--- config.mk ---
export PLATFORM = sky130hd
export DESIGN_NAME = shcm_mailbox
export DESIGN_NICKNAME = d
export VERILOG_FILES = /design/src/verilog/shcm_pkg.sv /design/src/verilog/shcm_mailbox.sv
export VERILOG_INCLUDE_DIRS = /design/src /design/src/verilog
export SDC_FILE = /design/constraint.sdc
export NUM_CORES = 1
export LEC_CHECK = 0
export ABC_AREA = 1
export BUFFER_PORTS_ARGS = -buffer_cell sky130_fd_sc_hd__buf_2
export CAP_MARGIN = 30
export CORE_MARGIN = 2
export CORE_UTILIZATION = 45
export DETAILED_ROUTE_END_ITERATION = 16
export PLACE_DENSITY_LB_ADDON = 0.08
export SYNTH_ARGS = -nofsm -noshare
export SYNTH_HDL_FRONTEND = slang
export SYNTH_SLANG_ARGS = --single-unit
--- constraint.sdc ---
create_clock -name I_CLK -period 1.6 [get_ports I_CLK]
set_clock_uncertainty 0.15 [all_clocks]
set_input_delay 0.16 -clock I_CLK [delete_from_list [all_inputs] [get_ports I_CLK]]
set_output_delay 0.16 -clock I_CLK [all_outputs]
set_load 0.02 [all_outputs]
--- src/verilog/shcm_params.svh ---
`ifndef SHCM_PARAMS_SVH
`define SHCM_PARAMS_SVH
// ==========================================================
// register offsets
`define SHCM_ADDR_PARAM     8'h17
`define SHCM_ADDR_CMD       8'h18
`define SHCM_ADDR_RESP      8'h20
`define SHCM_ADDR_FLAGS     8'h21
`define SHCM_ADDR_VIS_LOW   8'h22
// ==========================================================
// reset values and the value read at unmapped addresses
`define SHCM_RST_BYTE       8'h00
`define SHCM_READ_UNMAPPED  8'h00
// ==========================================================
// response codes
`define SHCM_ERR_INVALID    8'h80
`define SHCM_ERR_PROX_TWO   8'h89
`define SHCM_ERR_VIS        8'h8C
`define SHCM_ERR_IR         8'h8D
`define SHCM_ERR_AUX        8'h8E
`define SHCM_ERR_BIT        7
`define SHCM_CNT_MSB        3
`define SHCM_CNT_STEP       4'h1
`define SHCM_CNT_PAD        4'h0
// ==========================================================
// command codes that survive a held error (plain defaults)
`define SHCM_CMD_NOP        8'h00
`define SHCM_CMD_RESET      8'h01
// ==========================================================
// interrupt flag positions
`define SHCM_FLAG_CMD       5
`define SHCM_FLAG_PROX3     4
`define SHCM_FLAG_PROX2     3
`define SHCM_FLAG_PROX1     2
`define SHCM_FLAG_ALS_MSB   1
`define SHCM_FLAG_RSVD      2'h0
`define SHCM_RSVD_MSB       7
`define SHCM_RSVD_LSB       6
`endif

--- src/verilog/shcm_pkg.sv ---
package shcm_pkg;
  typedef enum logic [2:0] {
    SHCM_ERR_NONE    = 3'h0,
    SHCM_ERR_INVCMD  = 3'h1,
    SHCM_ERR_PROXTWO = 3'h2,
    SHCM_ERR_VISOVF  = 3'h3,
    SHCM_ERR_IROVF   = 3'h4,
    SHCM_ERR_AUXOVF  = 3'h5
  } shcm_err_e;

  typedef enum logic [2:0] {
    SHCM_ST_IDLE  = 3'b001,
    SHCM_ST_BUSY  = 3'b010,
    SHCM_ST_ERROR = 3'b100
  } shcm_state_e;

  // sequencer completion report
  typedef struct packed {
    logic      done;
    logic      err;
    shcm_err_e kind;
  } shcm_seq_s;

  // measurement events from the autonomous engine
  typedef struct packed {
    logic       prox3;
    logic       prox2;
    logic       prox1;
    logic [1:0] als;
  } shcm_evt_s;

  // register access strobes from the serial slave
  typedef struct packed {
    logic       wr;
    logic       rd;
    logic [7:0] addr;
    logic [7:0] wdata;
  } shcm_reg_s;
endpackage

--- src/verilog/shcm_mailbox.sv ---
`timescale 1ns/1ps
`include "shcm_params.svh"
// Notes on behaviour
// - an 8-bit writable parameter mailbox hands a value to the sequencer.
// - each write of the command register submits one command code, except a code other than reset or no-op while an error is held.
// - only a command register write raises the wake pulse.
// - a command error loads an error code into the response register.
// - every error code has its top bit set.
// - a held error code stays until a reset or no-op command.
// - while an error is held other commands are dropped, response unchanged.
// - measurement events keep flowing while an error is held.
// - without error, response bits 3:0 count finished commands, wrapping.
// - completion waits on the sequencer; no fixed latency is assumed.
// - unrecognised command code reports 0x80.
// - second proximity overflow reports 0x89.
// - visible, infrared and auxiliary overflows report 0x8C, 0x8D, 0x8E.
// - flags: command bit 5, proximity bits 4..2, ambient 1:0, 7:6 reserved.
// - interrupt asserts while any flag is set with its enable set.
// - ambient enable lets visible or ultraviolet results assert the interrupt.
module shcm_mailbox (
  input  wire logic               I_CLK,
  input  wire logic               I_RST_N,
  input  wire shcm_pkg::shcm_reg_s I_REG,
  output logic [7:0]              O_REG_RDATA,
  output logic                    O_WAKE,
  output logic                    O_CMD_VALID,
  output logic [7:0]              O_CMD_CODE,
  output logic [7:0]              O_PARAM,
  input  wire shcm_pkg::shcm_seq_s I_SEQ,
  input  wire shcm_pkg::shcm_evt_s I_EVT,
  input  wire logic               I_VIS_READY,
  input  wire logic [15:0]        I_VIS_RESULT,
  input  wire logic [5:0]         I_IRQ_ENABLE,
  output logic [7:0]              O_VIS_HIGH,
  output logic                    O_INT_N
);
  // ==========================================================
  // state
  shcm_pkg::shcm_state_e state;
  shcm_pkg::shcm_state_e next_state;
  logic [7:0]            param;
  logic [7:0]            next_param;
  logic [7:0]            cmd;
  logic [7:0]            next_cmd;
  logic [7:0]            resp;
  logic [7:0]            next_resp;
  logic [7:0]            flags;
  logic [7:0]            next_flags;
  logic [7:0]            vis_low;
  logic [7:0]            next_vis_low;
  logic [7:0]            vis_high;
  logic [7:0]            next_vis_high;
  logic                  wake;
  logic                  next_wake;
  logic                  cmd_valid;
  logic                  next_cmd_valid;
  logic [7:0]            rdata;
  logic [7:0]            next_rdata;
  logic                  int_n;
  logic                  next_int_n;

  logic       wr_cmd;
  logic       clear_ok;
  logic [7:0] err_code;
  logic [7:0] set_bits;
  logic [7:0] clr_bits;

  assign wr_cmd   = I_REG.wr && (I_REG.addr == `SHCM_ADDR_CMD);
  assign clear_ok = (I_REG.wdata == `SHCM_CMD_NOP) || (I_REG.wdata == `SHCM_CMD_RESET);

  // ==========================================================
  // error code map
  always_comb begin
    case (I_SEQ.kind)
      shcm_pkg::SHCM_ERR_INVCMD:  err_code = `SHCM_ERR_INVALID;
      shcm_pkg::SHCM_ERR_PROXTWO: err_code = `SHCM_ERR_PROX_TWO;
      shcm_pkg::SHCM_ERR_VISOVF:  err_code = `SHCM_ERR_VIS;
      shcm_pkg::SHCM_ERR_IROVF:   err_code = `SHCM_ERR_IR;
      shcm_pkg::SHCM_ERR_AUXOVF:  err_code = `SHCM_ERR_AUX;
      default:                    err_code = `SHCM_ERR_INVALID;
    endcase
  end

  // ==========================================================
  // command mailbox and response
  always_comb begin
    next_state     = state;
    next_param     = param;
    next_cmd       = cmd;
    next_resp      = resp;
    next_wake      = 1'b0;
    next_cmd_valid = 1'b0;
    if (I_REG.wr && (I_REG.addr == `SHCM_ADDR_PARAM)) begin
      next_param = I_REG.wdata;
    end
    if (I_REG.wr && (I_REG.addr == `SHCM_ADDR_RESP)) begin
      next_resp = I_REG.wdata;
    end
    // wake depends on the write alone, even if the command is then dropped
    next_wake = wr_cmd;
    case (state)
      shcm_pkg::SHCM_ST_IDLE, shcm_pkg::SHCM_ST_BUSY: begin
        if (wr_cmd) begin
          next_cmd       = I_REG.wdata;
          next_cmd_valid = 1'b1;
          next_state     = shcm_pkg::SHCM_ST_BUSY;
        end
        // completion is whenever the sequencer says so
        if (I_SEQ.err) begin
          next_resp  = err_code;
          next_state = shcm_pkg::SHCM_ST_ERROR;
        end else if (I_SEQ.done && (state == shcm_pkg::SHCM_ST_BUSY)) begin
          next_resp  = {`SHCM_CNT_PAD, resp[`SHCM_CNT_MSB:0] + `SHCM_CNT_STEP};
          next_state = shcm_pkg::SHCM_ST_IDLE;
        end
      end
      shcm_pkg::SHCM_ST_ERROR: begin
        if (wr_cmd && clear_ok) begin
          next_cmd       = I_REG.wdata;
          next_cmd_valid = 1'b1;
          next_resp      = `SHCM_RST_BYTE;
          next_state     = shcm_pkg::SHCM_ST_BUSY;
        end else begin
          next_resp = resp;
        end
      end
      default: begin
        next_state = shcm_pkg::SHCM_ST_IDLE;
      end
    endcase
  end

  always_ff @(posedge I_CLK) begin
    if (!I_RST_N) begin
      state     <= shcm_pkg::SHCM_ST_IDLE;
      param     <= `SHCM_RST_BYTE;
      cmd       <= `SHCM_RST_BYTE;
      resp      <= `SHCM_RST_BYTE;
      wake      <= 1'b0;
      cmd_valid <= 1'b0;
    end else begin
      state     <= next_state;
      param     <= next_param;
      cmd       <= next_cmd;
      resp      <= next_resp;
      wake      <= next_wake;
      cmd_valid <= next_cmd_valid;
    end
  end

  // ==========================================================
  // interrupt flags, visible result, read port
  always_comb begin
    set_bits = `SHCM_RST_BYTE;
    clr_bits = `SHCM_RST_BYTE;
    // measurement events are never gated by a held error
    set_bits[`SHCM_FLAG_CMD]                 = I_SEQ.done;
    set_bits[`SHCM_FLAG_PROX3]               = I_EVT.prox3;
    set_bits[`SHCM_FLAG_PROX2]               = I_EVT.prox2;
    set_bits[`SHCM_FLAG_PROX1]               = I_EVT.prox1;
    set_bits[`SHCM_FLAG_ALS_MSB:0]           = I_EVT.als;
    if (I_REG.wr && (I_REG.addr == `SHCM_ADDR_FLAGS)) begin
      clr_bits = I_REG.wdata;
    end
    // write one to clear; a same-cycle event wins
    next_flags = (flags & ~clr_bits) | set_bits;
    next_flags[`SHCM_RSVD_MSB:`SHCM_RSVD_LSB] = `SHCM_FLAG_RSVD;
    next_int_n = ~|(flags[`SHCM_FLAG_CMD:0] & I_IRQ_ENABLE);
    next_vis_low  = vis_low;
    next_vis_high = vis_high;
    if (I_REG.wr && (I_REG.addr == `SHCM_ADDR_VIS_LOW)) begin
      next_vis_low = I_REG.wdata;
    end
    if (I_VIS_READY) begin
      next_vis_low  = I_VIS_RESULT[7:0];
      next_vis_high = I_VIS_RESULT[15:8];
    end
    next_rdata = rdata;
    if (I_REG.rd) begin
      case (I_REG.addr)
        `SHCM_ADDR_PARAM:   next_rdata = param;
        `SHCM_ADDR_CMD:     next_rdata = cmd;
        `SHCM_ADDR_RESP:    next_rdata = resp;
        `SHCM_ADDR_FLAGS:   next_rdata = flags;
        `SHCM_ADDR_VIS_LOW: next_rdata = vis_low;
        default:            next_rdata = `SHCM_READ_UNMAPPED;
      endcase
    end
  end

  always_ff @(posedge I_CLK) begin
    if (!I_RST_N) begin
      flags    <= `SHCM_RST_BYTE;
      vis_low  <= `SHCM_RST_BYTE;
      vis_high <= `SHCM_RST_BYTE;
      rdata    <= `SHCM_RST_BYTE;
      int_n    <= 1'b1;
    end else begin
      flags    <= next_flags;
      vis_low  <= next_vis_low;
      vis_high <= next_vis_high;
      rdata    <= next_rdata;
      int_n    <= next_int_n;
    end
  end

  assign O_REG_RDATA = rdata;
  assign O_WAKE      = wake;
  assign O_CMD_VALID = cmd_valid;
  assign O_CMD_CODE  = cmd;
  assign O_PARAM     = param;
  assign O_VIS_HIGH  = vis_high;
  assign O_INT_N     = int_n;
endmodule

==> results of run 1 <==
## placed cells by master, fill, tap and decap left out, types with 3 or more instances in the layout
| cell | netlist | routed |
|---|---|---|
| inv_2 | 5 | 5 |
| nand3_1 | 52 | 52 |
| nor2_4 | 4 | 4 |
| o21bai_1 | 8 | 8 |
| nand2_2 | 8 | 7 |
| dlygate4sd3_1 | 0 | 31 |
| nor3_1 | 6 | 6 |
| inv_1 | 56 | 56 |
| nand2_1 | 104 | 104 |
| a21oi_2 | 5 | 5 |
| nand4_1 | 3 | 3 |
| o21ai_0 | 41 | 41 |
| nor2_1 | 52 | 51 |
| nor2_2 | 2 | 3 |
| dfxtp_1 | 60 | 58 |
| buf_4 | 0 | 17 |
| a31oi_1 | 7 | 7 |
| a21oi_1 | 28 | 28 |
| clkbuf_8 | 0 | 13 |
| buf_2 | 4 | 87 |
## cells in the mapped netlist, drive strengths merged, types with 2 or more instances
library cell and n:
clkbuf 7, a21oi 33, dfxtp 60, o21bai 8
o21ai 44, clkinv 2, nand2 113, o22ai 2
nor2 58, nand3 52, nor3 8, inv 61
a31oi 7, buf 6, nand4 3
## metal layers
layer	track usage, %	part of all wire [%]
met1	33.5	44
met5	0	0
met4	8.25	1.3
met2	43.8	49
met3	4.45	5.4
## worst max-delay path, delay by kind of cell (launching register included)
family | cells | cell delay, ns
flops | 1 | 0.39
simple gates | 5 | 0.50
compound gates | 1 | 0.12
buf+inv | 2 | 0.21
## power breakdown
group | total [W] | switching (W) | internal [W] | leakage, nW
clock network | 0.00144 | 0.000566 | 0.000873 | 0.108
logic | 0.000952 | 0.000574 | 0.000378 | 1.53
registers | 0.00171 | 0.000103 | 0.00161 | 0.492
## metrics by stage
stage	total power [W]	utilization, %	cell area (um^2)	worst slack (ns)
floorplan	0.00232	-	3130	0.149
detailed placement	0.00261	55.2	3730	-0.0209
finish	0.00410	63.1	4260	0.120
global route	0.00433	63.1	4260	-0.00419
global placement	0.00260	55.2	3730	-0.0385
CTS	0.00411	62.9	4250	0.0555
## area by class of cell
cell class | count | area (um^2) | share of cell area (%)
clock inverter | 1 | 30.0 | 0.704
tap | 80 | 100 | 2.35
clock buffer | 13 | 179 | 4.20
inverter | 63 | 241 | 5.66
timing repair buffer | 136 | 885 | 20.8
sequential | 60 | 1200 | 28.2
multi-input combinational | 333 | 1620 | 38.1
## final timing paths
check             start       endpoint  slack, ns  cells after the start
min reg2reg  vis_low[3]     vis_low[3]       0.30                      2
min            I_REG[4]  O_CMD_CODE[4]      0.008                      3
max reg2reg    state[1]  O_CMD_CODE[0]       0.12                      8
max            state[1]  O_CMD_CODE[0]       0.12                      8
## registers in the layout, summed over array words and instances, names as in the netlist
name         flops
O_CMD_CODE       8
O_INT_N          1
resp             8
O_CMD_VALID      1
flags            6
O_WAKE           1
O_REG_RDATA      8
state            3
vis_low          8
O_PARAM          8
O_VIS_HIGH       8
## logic make-up after synthesis
family          after synthesis  share of synthesized area [%]
flops                        60                           38.4
buf+inv                      76                           9.92
simple gates                235                           33.7
fa+ha+maj                     1                          0.400
xor+xnor                      2                          0.560
compound gates               95                           17.0
## timing repair
action,in CTS,in global routing
resized for setup,0,5
hold buffers,31,0
endpoints found under the hold margin,26,0
endpoints found under the setup margin,0,14
==> results.yml, run 1 <==
outcome:
  outcome: "finished clean"
synthesis:
  yosys_register_bits: 60
  async_reset_ff_share_pct: 0
  yosysUniqueCellTypes: 31
  synthFlopType: "dfxtp_1"
  synth_edf_count: 0
  synth_area_leader_cell: "dfxtp_1"
  ys_seq_area_share_pct: 38.4
  syn_inst: 469
  syn-cell-area_mm2: 0.00313
  synth_top_cell_area_share_pct: 38.4
  synth_warnings: 0
  avgSynthCellArea_um2: 6.67
  ys_top_cells_by_area: "dfxtp_1 38%, nand2_1 12%, nand3_1 8.3%, inv_1 6.7%, o21ai_0 6.6%"
  synth_fp_nets: 523
worst_hold_path:
  hp-class: "in -> reg"
setup_path:
  crit_slowest_cell: "dfxtp_2"
  critical_path_class: "reg -> reg"
  endpoint_kind: "flop"
  cp.arrival_ns: 1.56
  path_cells: "inv_2 -> nand3_1 -> nand2_4 -> nand2_1 -> nand2_2 -> buf_4 -> o21bai_1 -> nor2_1"
  critPathLaunchType: "flop"
  path_max_fanout: 8
  critical-path-max-stage-delay_ns: 0.39
  critPathRequiredTime_ns: 1.68
power_and_ir_drop:
  leakagePower_nw: 2.13
  p_per_area_mw_per_mm2: 963
  vdd.ir_drop.worst_mv: 0.437
timing:
  worst_pin_slew_ns: 0.319
  clock.fmax_mhz: 676
  hold_viol: 0
  hold-worst-slack_ns: 0.00814
  fin_crit_ns: 1.48
  max-slew-margin-rel_pct: 78.7
  setup_viol: 0
  slew_viol_final: 0
  finalCritPeriodShare_pct: 92.5
  setup_tns_ns: 0
routing:
  drcViolationCount: 0
  viasPerCell: 5.04
  wl_mm: 9.63
  routedWlPerCell_um: 14.0
  drt_pre_antenna_iters: 5
  antenna_left: 0
  drtIter0Drc: 190
  num_vias: 3458
place:
  place_hpwl_mm: 7.14
  portBuffers: 87
  gp_congestion: 0.849
  place_inst: 641
floorplanning:
  initial_core_util_pct: 46.3
  rows: 30
  core_mm2: 0.00676
  io-pin-count: 88
  die_h_um: 87.4
  die-width_um: 87.4
  die-area_mm2: 0.00763
grt:
  antenna_found_initial: 0
  grt_max_degree: 24
  grt_pass1_wl_mm: 15.3
  grt_usage_pct: 25.9
  overflow: 0
  grt_pass1_vias: 3277
cts:
  cts_buffer_depth: 2
  numCtsBuffers: 9
  clk_latency_ns: 0.33
  clkTransAtPathRegs_ns: 0.07
  root_buffer: "clkbuf_8"
  clock_sinks: 60
  htreeDepth: 3
  cts_tree: "done"
  postCtsSetupBuffers: 0
layout:
  drive_gt1_share_pct: 24.9
  layout.nets: 657
  nFillCells: 622
  area_delta_synth_final_pct: 36.3
  stdcell_count: 686
  antenna_cells: 0
run:
  cap_violations: 0
(Power assumes the default switching activity.)
==> inputs of run 2 (changes only) <==
Settings changed: CELL_PAD_IN_SITES_DETAIL_PLACEMENT set to 1, CELL_PAD_IN_SITES_GLOBAL_PLACEMENT set to 2, CORE_UTILIZATION 45 to 27.
==> results.yml, run 2 (same netlist as run 1, synthesis figures left out) <==
outcome:
  outcome: "complete, but fails checks"
  violations: "negative hold slack"
run:
  cap_violations: 0
routing:
  wl_mm: 12.2
  num_vias: 3556
  drt_pre_antenna_iters: 4
  drtIter0Drc: 158
  routedWlPerCell_um: 16.1
  drcViolationCount: 0
  antenna_left: 0
  viasPerCell: 4.70
floorplanning:
  io-pin-count: 88
  die-width_um: 112
  core_mm2: 0.0114
  rows: 39
  die_h_um: 112
  die-area_mm2: 0.0125
  initial_core_util_pct: 27.5
layout:
  layout.nets: 665
  drive_gt1_share_pct: 27.7
  final_cell_mix: "103 x nand2_1, 87 x buf_2, 57 x dfxtp_1"
  final_common_cell: "nand2_1"
  final_core_util_pct: 39.4
  area_delta_synth_final_pct: 43.2
  antenna_cells: 0
power_and_ir_drop:
  vdd.ir_drop.worst_mv: 0.619
  p_per_area_mw_per_mm2: 1030
  p_total_w: 0.00463
  leakagePower_nw: 2.22
worst_hold_path:
  holdPathStages: 4
  hold_start: "I_IRQ_ENABLE[3]"
  hp-class: "in -> reg"
  whs_endpoint: "O_INT_N"
timing:
  setup_viol: 0
  fin_crit_ns: 1.50
  hold_viol: 1
  clock.fmax_mhz: 667
  rsz0062_at_grt: "true"
  max-slew-margin-rel_pct: 72.5
  worst_pin_slew_ns: 0.410
  slew_viol_final: 0
  finalCritPeriodShare_pct: 93.6
  hold-worst-slack_ns: -0.00165
setup_path:
  reg2reg_to: "resp[0]"
  path_max_fanout: 5
  critPathRequiredTime_ns: 1.73
  worstRegToRegCells: 10
  critPathLaunchType: "flop"
  critical-path-max-stage-delay_ns: 0.35
  endpoint_kind: "flop"
  cp.arrival_ns: 1.62
  crit_slowest_cell: "dfxtp_2"
  path_cells: "nor2_1 -> nand2_1 -> nand2_4 -> buf_4 -> nand2_1 -> inv_1 -> nand2_1 -> nand2_1 -> nand2_1 -> a21oi_2"
  critical_path_class: "reg -> reg"
  rr_startpoint: "state[0]"
  startpoint: "state[0]"
  crit_top_cell: "nand2_1"
  rrSetupSlack_ns: 0.10
grt:
  grt_max_degree: 33
  antenna_found_initial: 0
  grt_usage_pct: 20.0
  grt_pass1_vias: 3752
  grt_pass1_wl_mm: 19.4
  overflow: 0
cts:
  clkTransAtPathRegs_ns: 0.06
  htreeDepth: 3
  cts_tree: "done"
  numCtsBuffers: 9
  clock_sinks: 60
  clk_latency_ns: 0.34
  root_buffer: "clkbuf_16"
  cts_buffer_depth: 2
place:
  place_hpwl_mm: 9.38
  portBuffers: 87
  gp_congestion: 0.841
[run 2: cell type report]
type	instances	area [um^2]
tap	143	179
timing repair buffer	144	930
clock buffer	12	267
sequential	60	1200
fill	1468	6890
inverter	63	241
clock inverter	2	10.0
multi-input combinational	333	1650
[run 2: worst max-delay path, delay by kind of cell (launching register included)]
| family | cells | cell delay, ns |
|---|---|---|
| compound gates | 1 | 0.13 |
| simple gates | 7 | 0.59 |
| buf+inv | 2 | 0.20 |
| flops | 1 | 0.35 |
[run 2: power by group]
part / internal [W] / total (W) / switching [W]
Clock: 0.00115 / 0.00183 / 0.000683
Combinational: 0.000425 / 0.00107 / 0.000650
Sequential: 0.00161 / 0.00172 / 0.000106
[run 2: repair_timing]
item                                    4_1_cts  5_1_grt
hold endpoints to repair                     24        1
endpoints found under the setup margin        4       19
resized for setup                             1       11
pin swaps                                     0        3
hold buffers                                 25        1
setup buffers                                 0        4
[run 2: routing by layer]
| layer | up-vias | wire (um) | track usage (%) |
|---|---|---|---|
| met3 | 7 | 375 | 4.08 |
| met4 | 0 | 138 | 5.19 |
| met1 | 1680 | 5680 | 25.9 |
| met2 | 61 | 5970 | 34.1 |
| met5 | - | 0 | 0 |
| li1 | 1808 | - | - |
[run 2: per-stage QoR]
stage          hold WS [ns]  cells  worst slack [ns]  area (um^2)  setup TNS, ns
6_report           -0.00165    757             0.102         4480              0
3_5_place_dp          0.241    714           -0.0536         3880         -0.516
5_1_grt             0.00923    757           -0.0116         4480        -0.0202
3_3_place_gp          0.233    714           -0.0232         3880        -0.0662
2_1_floorplan         0.144    469             0.149         3130              0
4_1_cts             0.00264    753            0.0262         4410              0
[run 2: worst max path at each step]
stage	endpoint	cells past startpoint	slack, ns
2_1_floorplan	O_CMD_CODE[0]	6	0.15
3_3_place_gp	O_REG_RDATA[2]	10	-0.02
3_5_place_dp	O_REG_RDATA[2]	10	-0.05
4_1_cts	resp[5]	9	0.03
5_1_grt	resp[0]	10	-0.01
6_report	resp[0]	10	0.10
